### config.mk
export PLATFORM = sky130hd
export DESIGN_NAME = scs_top
export DESIGN_NICKNAME = d
export VERILOG_FILES = /design/src/verilog/scs_pkg.sv /design/src/verilog/scs_top.sv /design/src/verilog/scs_sync.sv
export SDC_FILE = /design/constraint.sdc
export NUM_CORES = 1
export LEC_CHECK = 0
export BUFFER_PORTS_ARGS = -buffer_cell sky130_fd_sc_hd__buf_4
export CAP_MARGIN = 5
export CORE_MARGIN = 4
export CORE_UTILIZATION = 56
export DETAILED_ROUTE_END_ITERATION = 6
export GPL_ROUTABILITY_DRIVEN = 1
export HOLD_SLACK_MARGIN = 0.15
export PLACE_DENSITY_LB_ADDON = 0.1
export SYNTH_ARGS = -nofsm -noshare
export SYNTH_HDL_FRONTEND = slang
export SYNTH_SLANG_ARGS = --single-unit
### constraint.sdc
create_clock -name i_ref_clk -period 3.15 [get_ports i_ref_clk]
set_clock_uncertainty 0.05 [all_clocks]
set_input_delay 0.1575 -clock i_ref_clk [delete_from_list [all_inputs] [get_ports i_ref_clk]]
set_output_delay 0.1575 -clock i_ref_clk [all_outputs]
set_load 0.02 [all_outputs]
### src/verilog/scs_pkg.sv
/*
   Shared constants and types of the standby cause and control block.
   Assumes a single 125 MHz clock and a plain register port with byte offsets.
*/
package scs_pkg;

   // ------------------------------------------------------------
   // Register offsets
   // ------------------------------------------------------------
   localparam logic [7:0]  SCS_OFS_ABN_DELAY = 8'h50;
   localparam logic [7:0]  SCS_OFS_STATUS    = 8'h54;

   // ------------------------------------------------------------
   // Status register fields
   // ------------------------------------------------------------
   localparam int          SCS_BIT_POWER_NOW = 18;
   localparam int          SCS_BIT_PN_CLEAR  = 17;
   localparam int          SCS_BIT_PN_SET    = 16;
   localparam int          SCS_CAUSE_MSB     = 12;
   localparam logic [12:0] SCS_CAUSE_MASK    = 13'h1f7f;
   localparam logic [12:0] SCS_ABNORMAL_MASK = 13'h1f40;
   localparam logic [12:0] SCS_CAUSE_RESET   = 13'h0001;

   // Cause bit positions
   localparam int          SCS_C_BAD_PACKET  = 12;
   localparam int          SCS_C_CTRL_SOFT   = 11;
   localparam int          SCS_C_WATCHDOG    = 10;
   localparam int          SCS_C_SHUTDOWN    = 9;
   localparam int          SCS_C_SOFTWARE    = 8;
   localparam int          SCS_C_HARD        = 6;
   localparam int          SCS_C_LOW_BATTERY = 5;
   localparam int          SCS_C_THERMAL     = 4;
   localparam int          SCS_C_BUTTON      = 3;
   localparam int          SCS_C_SUPPLY_LOSS = 2;
   localparam int          SCS_C_PLANNED     = 1;

   // ------------------------------------------------------------
   // Abnormal return delay register fields
   // ------------------------------------------------------------
   localparam int          SCS_BIT_DLY_LOCK  = 31;
   localparam int          SCS_BIT_DLY_EN    = 30;
   localparam int          SCS_DLY_W         = 20;
   localparam logic [31:0] SCS_DLY_RESET     = 32'h0000_0000;
   localparam logic [31:0] SCS_DLY_RW_MASK   = 32'hc00f_ffff;

   // ------------------------------------------------------------
   // Timing
   // ------------------------------------------------------------
   localparam int          SCS_SYNC_STAGES   = 3;
   localparam int          SCS_CLK_MHZ       = 125;
   localparam int          SCS_SLOW_KHZ      = 32;

   // ------------------------------------------------------------
   // Types
   // ------------------------------------------------------------
   typedef struct packed {
      logic bad_packet;
      logic ctrl_soft;
      logic watchdog;
      logic shutdown;
      logic software;
      logic hard;
      logic low_battery;
      logic thermal;
      logic button;
      logic supply_loss;
   } scs_events_t;

   typedef enum logic [1:0] {
      SCS_WORKING    = 2'b00,
      SCS_ABN_WAIT   = 2'b01,
      SCS_STANDBY    = 2'b10,
      SCS_WAKE_READY = 2'b11
   } scs_state_t;

endpackage

### src/verilog/scs_top.sv
/*
   Standby cause and control: records why Standby was last entered, holds the
   power-now bit, sequences Working and Standby with the abnormal return delay.
   Assumes event and wake inputs and the 32 kHz clock come from pins; the
   planned sleep request is a one-cycle strobe on the local clock.
*/
// Our own choices: the register offsets and the strobed register port.
// How it works
// - Reserved status bits read zero, writes ignored
// - Bit 18 reads power-now, writes ignored
// - Write one bit 17 clears power-now unless bit 16 is also one
// - Write one bit 16 sets power-now
// - Bit 12 bad packet, return after delay
// - Bit 11 control soft reset, return after delay
// - Bit 10 watchdog reset, return after delay
// - Bit 9 shutdown reset, return after delay
// - Bit 8 software reset, return after delay
// - Bit 6 hard reset, needs release plus delay
// - Bit 5 low battery, default wakeup
// - Bit 4 thermal, default wakeup
// - Bit 3 button hold, default wakeup
// - Bit 2 supply loss, default wakeup
// - Bit 1 planned sleep, programmed wakeup
// - Bit 0 standby domain reset, default wakeup
// - Entry clears all flags but its cause
// - Writing one clears a cause flag
// - Reset-type entries keep power enables high
// - Abnormal entry waits delay in 32 kHz edges
`timescale 1ns/1ns
module scs_top #(
   parameter int DELAY_W = scs_pkg::SCS_DLY_W
) (
   input  wire logic               i_ref_clk,
   input  wire logic               i_rst_b,
   input  wire logic [7:0]         i_addr,
   input  wire logic [31:0]        i_wdata,
   input  wire logic               i_wr,
   input  wire logic               i_rd,
   output logic      [31:0]        o_rdata,
   input  wire scs_pkg::scs_events_t i_events,
   input  wire logic               i_planned_sleep,
   input  wire logic               i_slow_clk,
   input  wire logic               i_wake_default,
   input  wire logic               i_wake_programmed,
   output logic                    o_working_en,
   output logic                    o_work_aux_en,
   output logic                    o_standby,
   output logic                    o_power_now,
   output logic [12:0]             o_last_cause
);

   // ------------------------------------------------------------
   // Declarations
   // ------------------------------------------------------------
   localparam int SW = $bits(scs_pkg::scs_events_t) + 3;

   scs_pkg::scs_events_t ev_lvl;
   scs_pkg::scs_events_t ev_prev_r;
   scs_pkg::scs_events_t ev_rise;
   logic [SW-1:0]        sync_in;
   logic [SW-1:0]        sync_out;
   logic                 slow_lvl;
   logic                 slow_prev_r;
   logic                 slow_tick;
   logic                 wake_def_lvl;
   logic                 wake_prg_lvl;
   scs_pkg::scs_state_t  state_r;
   scs_pkg::scs_state_t  state_nxt;
   logic [12:0]          cause_r;
   logic [12:0]          entry_cause;
   logic                 entry;
   logic                 power_now_r;
   logic [31:0]          delay_reg_r;
   logic [DELAY_W-1:0]   delay_cnt_r;
   logic                 delay_done;
   logic                 wr_status;
   logic                 wr_delay;
   logic                 sel_status;
   logic                 sel_delay;
   logic [31:0]          rdata_nxt;

   // Refuse widths the delay register cannot hold
   if (DELAY_W < 1 || DELAY_W > scs_pkg::SCS_DLY_W)
   begin : g_bad_delay_w
      $error("scs_top: DELAY_W must lie between 1 and 20");
   end

   // ------------------------------------------------------------
   // Functions
   // ------------------------------------------------------------
   // Picks one cause out of several that arrive together
   function automatic logic [12:0] pick_one(input logic [12:0] req);
      logic [12:0] res;
      res = '0;
      for (int i = 0; i <= scs_pkg::SCS_CAUSE_MSB; i++)
      begin
         if (req[i] && res == '0)
            res[i] = 1'b1;
      end
      return res;
   endfunction

   function automatic logic is_abnormal(input logic [12:0] c);
      return |(c & scs_pkg::SCS_ABNORMAL_MASK);
   endfunction

   // Working power stays up in Working and during a reset-type wait
   function automatic logic keeps_power(input scs_pkg::scs_state_t s);
      return (s == scs_pkg::SCS_WORKING) || (s == scs_pkg::SCS_ABN_WAIT);
   endfunction

   // ------------------------------------------------------------
   // Input synchronisers
   // ------------------------------------------------------------
   assign sync_in = {i_events, i_slow_clk, i_wake_default, i_wake_programmed};

   scs_sync #(
      .W (SW)
   ) u_sync (
      .i_ref_clk (i_ref_clk),
      .i_rst_b   (i_rst_b),
      .i_async   (sync_in),
      .o_level   (sync_out)
   );

   assign ev_lvl       = sync_out[SW-1:3];
   assign slow_lvl     = sync_out[2];
   assign wake_def_lvl = sync_out[1];
   assign wake_prg_lvl = sync_out[0];

   always_ff @(posedge i_ref_clk)
   begin
      if (!i_rst_b)
      begin
         ev_prev_r   <= '0;
         slow_prev_r <= 1'b0;
      end
      else
      begin
         ev_prev_r   <= ev_lvl;
         slow_prev_r <= slow_lvl;
      end
   end

   // Edge registers reset to the idle low level: no false edge after reset
   assign ev_rise   = ev_lvl & ~ev_prev_r;
   assign slow_tick = slow_lvl & ~slow_prev_r;

   // ------------------------------------------------------------
   // Entry cause selection
   // ------------------------------------------------------------
   always_comb
   begin
      logic [12:0] req;
      req                                = '0;
      req[scs_pkg::SCS_C_BAD_PACKET]  = ev_rise.bad_packet;
      req[scs_pkg::SCS_C_CTRL_SOFT]   = ev_rise.ctrl_soft;
      req[scs_pkg::SCS_C_WATCHDOG]    = ev_rise.watchdog;
      req[scs_pkg::SCS_C_SHUTDOWN]    = ev_rise.shutdown;
      req[scs_pkg::SCS_C_SOFTWARE]    = ev_rise.software;
      req[scs_pkg::SCS_C_HARD]        = ev_rise.hard;
      req[scs_pkg::SCS_C_LOW_BATTERY] = ev_rise.low_battery;
      req[scs_pkg::SCS_C_THERMAL]     = ev_rise.thermal;
      req[scs_pkg::SCS_C_BUTTON]      = ev_rise.button;
      req[scs_pkg::SCS_C_SUPPLY_LOSS] = ev_rise.supply_loss;
      req[scs_pkg::SCS_C_PLANNED]     = i_planned_sleep;
      entry_cause                     = pick_one(req);
   end

   // An edge seen outside Working is dropped, not held for later
   assign entry = (state_r == scs_pkg::SCS_WORKING) && (entry_cause != '0);

   // ------------------------------------------------------------
   // Register decode
   // ------------------------------------------------------------
   assign sel_status = (i_addr == scs_pkg::SCS_OFS_STATUS);
   assign sel_delay  = (i_addr == scs_pkg::SCS_OFS_ABN_DELAY);
   assign wr_status  = i_wr && sel_status;
   assign wr_delay   = i_wr && sel_delay;

   // ------------------------------------------------------------
   // Cause flags
   // ------------------------------------------------------------
   always_ff @(posedge i_ref_clk)
   begin
      if (!i_rst_b)
         cause_r <= scs_pkg::SCS_CAUSE_RESET;
      else if (entry)
         cause_r <= entry_cause;
      else if (wr_status)
         cause_r <= cause_r & ~(i_wdata[12:0] & scs_pkg::SCS_CAUSE_MASK);
   end

   // ------------------------------------------------------------
   // Power-now bit
   // ------------------------------------------------------------
   always_ff @(posedge i_ref_clk)
   begin
      if (!i_rst_b)
         power_now_r <= 1'b0;
      else if (wr_status && i_wdata[scs_pkg::SCS_BIT_PN_SET])
         power_now_r <= 1'b1;
      else if (wr_status && i_wdata[scs_pkg::SCS_BIT_PN_CLEAR])
         power_now_r <= 1'b0;
   end

   // ------------------------------------------------------------
   // Abnormal return delay register
   // ------------------------------------------------------------
   always_ff @(posedge i_ref_clk)
   begin
      if (!i_rst_b)
         delay_reg_r <= scs_pkg::SCS_DLY_RESET;
      else if (wr_delay && !delay_reg_r[scs_pkg::SCS_BIT_DLY_LOCK])
         delay_reg_r <= i_wdata & scs_pkg::SCS_DLY_RW_MASK;
   end

   // ------------------------------------------------------------
   // Delay counter, advanced on each 32 kHz rising edge during the abnormal wait
   // ------------------------------------------------------------
   always_ff @(posedge i_ref_clk)
   begin
      if (!i_rst_b)
         delay_cnt_r <= '0;
      else if (entry)
         delay_cnt_r <= '0;
      else if (state_r == scs_pkg::SCS_ABN_WAIT && slow_tick && !delay_done)
         delay_cnt_r <= delay_cnt_r + DELAY_W'(1);
   end

   // The counter stops at the programmed count, so a long wait cannot wrap
   assign delay_done = !delay_reg_r[scs_pkg::SCS_BIT_DLY_EN]
                    || (delay_cnt_r >= delay_reg_r[DELAY_W-1:0]);

   // ------------------------------------------------------------
   // Sequencer
   // ------------------------------------------------------------
   always_comb
   begin
      state_nxt = state_r;
      unique case (state_r)
         scs_pkg::SCS_WORKING:
         begin
            if (entry && is_abnormal(entry_cause))
               state_nxt = scs_pkg::SCS_ABN_WAIT;
            else if (entry)
               state_nxt = scs_pkg::SCS_STANDBY;
         end
         scs_pkg::SCS_ABN_WAIT:
         begin
            if (delay_done && !(cause_r[scs_pkg::SCS_C_HARD] && ev_lvl.hard))
               state_nxt = scs_pkg::SCS_WORKING;
         end
         scs_pkg::SCS_STANDBY:
         begin
            if (cause_r[scs_pkg::SCS_C_PLANNED] && wake_prg_lvl)
               state_nxt = scs_pkg::SCS_WAKE_READY;
            else if (!cause_r[scs_pkg::SCS_C_PLANNED] && wake_def_lvl)
               state_nxt = scs_pkg::SCS_WAKE_READY;
         end
         scs_pkg::SCS_WAKE_READY:
         begin
            // Hold off while the low battery pin is still asserted
            if (!(cause_r[scs_pkg::SCS_C_LOW_BATTERY] && ev_lvl.low_battery))
               state_nxt = scs_pkg::SCS_WORKING;
         end
      endcase
   end

   always_ff @(posedge i_ref_clk)
   begin
      if (!i_rst_b)
         state_r <= scs_pkg::SCS_STANDBY;
      else
         state_r <= state_nxt;
   end

   // ------------------------------------------------------------
   // Power enables and status outputs
   // ------------------------------------------------------------
   always_ff @(posedge i_ref_clk)
   begin
      if (!i_rst_b)
      begin
         o_working_en  <= 1'b0;
         o_work_aux_en <= 1'b0;
      end
      else
      begin
         // Reset-type standby keeps Working power up
         o_working_en  <= keeps_power(state_nxt);
         o_work_aux_en <= keeps_power(state_nxt);
      end
   end

   always_ff @(posedge i_ref_clk)
   begin
      if (!i_rst_b)
         o_standby <= 1'b1;
      else
         o_standby <= (state_nxt != scs_pkg::SCS_WORKING);
   end

   always_ff @(posedge i_ref_clk)
   begin
      if (!i_rst_b)
      begin
         o_power_now  <= 1'b0;
         o_last_cause <= scs_pkg::SCS_CAUSE_RESET;
      end
      else
      begin
         o_power_now  <= power_now_r;
         o_last_cause <= cause_r;
      end
   end

   // ------------------------------------------------------------
   // Read data, valid in the cycle after the strobe
   // ------------------------------------------------------------
   always_comb
   begin
      rdata_nxt = 32'h0000_0000;
      if (sel_status)
      begin
         rdata_nxt[12:0] = cause_r & scs_pkg::SCS_CAUSE_MASK;
         rdata_nxt[scs_pkg::SCS_BIT_POWER_NOW] = power_now_r;
      end
      else if (sel_delay)
         rdata_nxt = delay_reg_r;
   end

   always_ff @(posedge i_ref_clk)
   begin
      if (!i_rst_b)
         o_rdata <= 32'h0000_0000;
      else if (i_rd)
         o_rdata <= rdata_nxt;
      else
         o_rdata <= 32'h0000_0000;
   end

endmodule

### src/verilog/scs_sync.sv
/*
   Three-stage input synchroniser with agreement filter.
   Assumes asynchronous inputs; the output changes once stages two and three agree.
*/
`timescale 1ns/1ns
module scs_sync #(
   parameter int W = 1
) (
   input  wire logic         i_ref_clk,
   input  wire logic         i_rst_b,
   input  wire logic [W-1:0] i_async,
   output logic      [W-1:0] o_level
);

   logic [W-1:0] meta_r;
   logic [W-1:0] s2_r;
   logic [W-1:0] s3_r;

   if (W < 1)
   begin : g_bad_width
      $error("scs_sync: width must be at least one");
   end

   // ------------------------------------------------------------
   // Stages
   // ------------------------------------------------------------
   always_ff @(posedge i_ref_clk)
   begin
      if (!i_rst_b)
      begin
         meta_r <= '0;
         s2_r   <= '0;
         s3_r   <= '0;
      end
      else
      begin
         meta_r <= i_async;
         s2_r   <= meta_r;
         s3_r   <= s2_r;
      end
   end

   // ------------------------------------------------------------
   // Agreement filter
   // ------------------------------------------------------------
   always_ff @(posedge i_ref_clk)
   begin
      if (!i_rst_b)
         o_level <= '0;
      else
         o_level <= (s2_r & s3_r) | (o_level & (s2_r | s3_r));
   end

endmodule

==> results.tsv, run 1 <==
stage	metric	value	unit
grt	largest net degree at the start of global routing	86	
sta	Min Clock Period, post-route	2900	ps
finish	post-route cell area	7880	um^2
min_path	Worst Hold Class	in -> reg	
sta	Final TNS setup	0	ps
setup_path	Worst Path Required	3550	ps
clocking	CTS max path bufs	2	
floorplanning	DIE WIDTH	113	um
floorplanning	IO Count	107	
clocking	post-cts resize count	0	
synth	Synth Area in Simple Gates	23.2	%
place	HPWL Detailed	8990	um
clocking	CTS tree	built	
clocking	Worst-path clk slew	60	ps
finish	layout cells sized above 1	17.3	%
setup_path	FF-to-FF path depth	8	
synth	post-synthesis cell area	6220	um^2
setup_path	WP buf/inv	1	
sta	Slew Limit Fails	0	
sta	final setup fails	0	
finish	most frequent cells in the layout	dfxtp_1, buf_4, and2_1, nand2_1, dlygate4sd3_1	
finish	diode count	0	
sta	Slew Limit Headroom	20.2	%
synth	synthesized instance count	635	
floorplanning	Die Height	113	um
power_and_ir_drop	Power Dens Cells	524	nW/um^2
grt	number of global-route vias before repair	4665	
power_and_ir_drop	LEAKAGE	3.09	nW
job	total of max-cap violations	0	
finish	nets@finish	834	
clocking	postcts setup bufs	0	
synth	Primary FF master, synth	dfxtp_1	
synth	area share of the largest cell type after synthesis	50.5	%
floorplanning	die area	12900	um^2
clocking	# hold bufs at CTS	40	
synth	xor and xnor area share after synthesis	0	%
power_and_ir_drop	maximum vdd drop	0.413	mV
synth	number of synthesized flops with an enable pin	0	
synth	Compound-Gate Fraction of Synth Area	12.5	%
outcome	outcome	finished, final reports clean	
synth	ranking of synthesized cells by area	dfxtp_1, and2_1, ha_1	
drt	residual DRC count	0	
grt	first-pass GRT wire length	22300	um
setup_path	Crit Path Max Fanout	27	
clocking	Root Buffer	clkbuf_8	
finish	final core occ	72.7	%
drt	Vias	4849	
finish	Post-Layout Cell Count	908	
clocking	CTS Buf Count	17	
synth	synth warn	0	
min_path	WHS Path Cells	7	
sta	Peak Freq	0.345	GHz
setup_path	slowest stage cell, crit path	or4_1	
setup_path	crit path launch type	register	
floorplanning	core area	10800	um^2
sta	RSZ-0062 raised after global routing	no	
drt	vias per cell	5.34	
clocking	clock sinks	157	
synth	register area share after synthesis	50.5	%
setup_path	r2r setup slk	250	ps
floorplanning	Starting Density	57.4	%
sta	final hold vios	0	
finish	area delta synth->final	26.7	%
grt	remaining global-route overflow	0	
clocking	clock latency on the worst-skew pair	540	ps
drt	Antenna Nets Post-Route	0	
setup_path	r2r endpoint	delay_cnt_r[14]	
setup_path	CP max stage delay	650	ps
sta	Tcrit/Tclk final	92.1	%
drt	wire length per cell	14.9	um
setup_path	crit path DAT	3300	ps
grt	gr usage total	21.9	%
drt	1st-pass router iterations	5	
synth	post-synth top area cell	dfxtp_1	
setup_path	worst path cell trace	inv_1 > ha_1 > nand2b_1 > a2111oi_0 > nand3b_1 > a31oi_2 > or4_1 > a21oi_1	
drt	final WL	13500	um
place	gp weighted congestion	0.887	
floorplanning	row cnt	38	
synth	mux share of post-synthesis cell area	4.18	%
setup_path	Top delay family on crit path	compound AO/OA/AOI/OAI gates	
place	Placed Cells	836	
synth	main combinational cell family by area after synthesis	simple AND/OR/NAND/NOR gates	
finish	number of fill cells	772	
setup_path	Critical Path End Type	register	
finish	commonest non-fill, non-tap cell in the layout	dfxtp_1	
place	IO Port Bufs	85	
synth	synthesized area per cell	9.80	um^2
setup_path	RR Startpoint	delay_cnt_r[0]	
clocking	CTS H-tree lvls	4	
sta	Least-Margin Pin Slew	1190	ps
setup_path	CP Class	reg -> reg	
synth	FF+latch count, synth	157	
place	placed cell areas	6920	um^2
synth	Post-Synth Adder-Cell Area	4.22	%
min_path	Hold Path End	cause_r[0]	
grt	initial antenna violation count	0	
drt	initial DRC count	303	
synth	ys async rst share	0	%
min_path	hold path start	i_wr	
synth	distinct cell type count after synthesis	51	
==> cell usage after synthesis, drive strengths merged (7+ instances only) <==
cell,number
ha,21
clkbuf,18
a21oi,24
and2,75
o31ai,14
nand3,19
buf,23
nor2b,32
nor2,7
inv,28
nand2b,10
a21boi,24
or4,14
dfxtp,157
a22o,13
o21ai,26
nand2,47
nand4,10
mux2i,26
==> per-layer routing <==
| metal | wire length [um] | vias to the layer above | GRT usage [%] |
|---|---|---|---|
| li1 | - | 2416 | - |
| met1 | 6080 | 2259 | 28.3 |
| met2 | 6260 | 149 | 35.0 |
| met3 | 848 | 25 | 5.68 |
| met4 | 323 | 0 | 9.38 |
| met5 | 0 | - | 0 |
==> area by class of cell <==
class | count | area (um^2) | share of cell area, %
clock inverters | 10 | 114 | 1.44
repair buffers | 132 | 1090 | 13.8
well taps | 140 | 175 | 2.22
inverters | 28 | 105 | 1.33
multi-input cells | 419 | 2800 | 35.5
flip-flops and latches | 157 | 3140 | 39.9
clock buffers | 22 | 453 | 5.75
==> metrics by stage <==
stage	power (mW)	setup slack, ps	hold WS, ps
3_3_place_gp	2.18	498	315
5_1_grt	4.26	67.1	262
2_1_floorplan	2.13	894	235
4_1_cts	4.15	262	216
3_5_place_dp	2.18	347	318
6_report	4.13	250	237
==> cells by family (layout without fill, tap and decap cells) <==
logic type,Yosys count,count (layout)
compound gates,117,117
fa+ha+maj,21,21
buf+inv,69,192
flops,157,157
mux,26,26
other cells,1,11
simple gates,244,244
==> worst register-to-register path, delay by kind of cell, from the launching register on <==
kind,cells,cell delay (ps)
adders and majority gates,1,280
AOI/OAI and AO/OA,3,1000
buffers and inverters,1,80
DFF,1,410
and+or+nand+nor,3,980
==> power by group <==
part           switching, mW  internal [mW]  total (mW)
Combinational         0.0712         0.0939       0.165
Sequential           0.00705           2.01        2.01
Clock                  0.780           1.17        1.95
Total                  0.858           3.27        4.13
==> state kept, by name (all words and copies together), names as in the netlist <==
name            cells
cause_r            12
u_sync.s3_r        13
delay_reg_r        22
u_sync.s2_r        13
state_r             2
o_rdata            22
slow_prev_r         1
u_sync.meta_r      13
u_sync.o_level     13
o_power_now         1
o_standby           1
delay_cnt_r        20
ev_prev_r          10
o_last_cause       12
o_work_aux_en       1
power_now_r         1
==> worst max-delay path by stage <==
| stage | start | to | slack [ps] | depth (start not counted) |
|---|---|---|---|---|
| final | delay_cnt_r[0] | delay_cnt_r[14] | 250 | 8 |
| after global routing | delay_cnt_r[0] | delay_cnt_r[14] | 70 | 8 |
| after CTS | delay_cnt_r[0] | delay_cnt_r[14] | 260 | 8 |
| after detailed placement | delay_cnt_r[0] | delay_cnt_r[3] | 350 | 8 |
| after global placement | delay_cnt_r[0] | delay_cnt_r[9] | 500 | 8 |
| after floorplan | delay_cnt_r[0] | delay_cnt_r[17] | 890 | 9 |
Note: power is estimated with default switching activity, not from simulation.
==> inputs of run 2 (changes only) <==
CORE_MARGIN = not set   (was 4)
==> results.tsv, run 2 (same netlist as run 1, synthesis figures left out) <==
stage	metric	value	unit
outcome	outcome	finished, final reports clean	
drt	wire length per cell	14.6	um
place	setup slack at placement	291	ps
drt	1st-pass router iterations	4	
setup_path	r2r endpoint	delay_cnt_r[11]	
grt	remaining global-route overflow	0	
clocking	post-cts resize count	0	
setup_path	RR Startpoint	delay_cnt_r[0]	
clocking	clock latency on the worst-skew pair	540	ps
min_path	WHS Path Cells	7	
finish	diode count	0	
sta	RSZ-0062 raised after global routing	no	
grt	number of global-route vias before repair	4693	
setup_path	Critical Path End Type	register	
sta	hold slack final	244	ps
sta	Slew Limit Headroom	22.9	%
min_path	hold path start	i_wr	
sta	final setup fails	0	
clocking	CTS tree	built	
place	gp weighted congestion	0.844	
clocking	CTS Buf Count	17	
floorplanning	row cnt	38	
place	Placed Cells	836	
setup_path	Worst Path Required	3550	ps
clocking	postcts setup bufs	0	
clocking	clock sinks	157	
setup_path	FF-to-FF path depth	8	
clocking	CTS H-tree lvls	4	
finish	nets@finish	852	
power_and_ir_drop	total power	4.25	mW
floorplanning	Starting Density	57.4	%
finish	layout cells sized above 1	17.0	%
sta	Final TNS setup	0	ps
finish	largest registers	delay_reg_r: 22 flops, o_rdata: 22 flops, delay_cnt_r: 20 flops	
place	IO Port Bufs	85	
drt	initial DRC count	279	
drt	Vias	4867	
setup_path	CP Class	reg -> reg	
min_path	Hold Path End	cause_r[0]	
drt	vias per cell	5.26	
sta	Least-Margin Pin Slew	1150	ps
grt	gr usage total	25.1	%
power_and_ir_drop	maximum vdd drop	0.484	mV
sta	Slew Limit Fails	0	
finish	commonest non-fill, non-tap cell in the layout	dfxtp_1	
floorplanning	core area	10800	um^2
clocking	CTS max path bufs	2	
sta	final worst setup slack	269	ps
floorplanning	DIE WIDTH	107	um
floorplanning	IO Count	107	
floorplanning	die area	11500	um^2
finish	most frequent cells in the layout	dfxtp_1, buf_4, and2_1, dlygate4sd3_1, nand2_1	
finish	area delta synth->final	30.2	%
floorplanning	Die Height	107	um
grt	initial antenna violation count	0	
clocking	Worst-path clk slew	60	ps
setup_path	crit path DAT	3280	ps
sta	Peak Freq	0.347	GHz
power_and_ir_drop	Power Dens Cells	525	nW/um^2
clocking	Root Buffer	clkbuf_8	
setup_path	r2r setup slk	270	ps
drt	final WL	13500	um
power_and_ir_drop	LEAKAGE	3.22	nW
finish	Post-Layout Cell Count	926	
drt	Antenna Nets Post-Route	0	
finish	post-route cell area	8110	um^2
setup_path	CP max stage delay	620	ps
sta	final hold vios	0	
sta	Min Clock Period, post-route	2880	ps
place	placed cell areas	6920	um^2
place	HPWL Detailed	8550	um
grt	first-pass GRT wire length	22200	um
drt	residual DRC count	0	
setup_path	worst path cell trace	inv_1 > ha_1 > nand2b_1 > a2111oi_0 > nand3b_1 > a31oi_2 > or4_1 > a21oi_1	
grt	largest net degree at the start of global routing	78	
job	total of max-cap violations	0	
setup_path	crit path launch type	register	
setup_path	slowest stage cell, crit path	or4_1	
setup_path	Crit Path Max Fanout	27	
min_path	Worst Hold Class	in -> reg	
finish	final core occ	74.8	%
sta	Tcrit/Tclk final	91.4	%
[run 2: area by class of cell]
class	instances	area (um^2)
clock buffers	23	477
clock inverters	9	133
multi-input cells	419	2800
flip-flops and latches	157	3140
well taps	140	175
inverters	28	105
repair buffers	150	1270
fillers	758	2740
[run 2: per-layer routing]
layer	vias up	part of all wire [%]	GRT usage, %
met5	-	0	0
met4	0	2.2	11.3
met3	25	5.0	5.93
met2	117	47	40.7
met1	2270	46	31.6
li1	2455	-	-
[run 2: worst max-delay path by stage]
stage	startpoint	end	slack, ps	cells after the start
6_report	delay_cnt_r[0]	delay_cnt_r[11]	270	8
5_1_grt	delay_cnt_r[0]	delay_cnt_r[11]	100	8
4_1_cts	delay_cnt_r[0]	delay_cnt_r[11]	280	8
3_5_place_dp	delay_cnt_r[0]	delay_cnt_r[11]	290	8
3_3_place_gp	delay_cnt_r[0]	delay_cnt_r[9]	510	8
2_1_floorplan	delay_cnt_r[0]	delay_cnt_r[17]	890	9
[run 2: repair_timing]
item                                    in CTS  in global routing
endpoints found under the setup margin       0                  0
hold buffers                                58                  0
endpoints found under the hold margin       83                  0
[run 2: critical path, delay by kind of cell (launching register included)]
kind	cells	cell delay [ps]
adders and majority gates	1	270
and+or+nand+nor	3	960
buffers and inverters	1	80
DFF	1	400
AOI/OAI and AO/OA	3	1040
[run 2: where the power goes]
part | internal, mW | switching [mW]
Clock | 1.29 | 0.777
Sequential | 2.01 | 0.00730
Combinational | 0.0989 | 0.0717
Total | 3.40 | 0.856
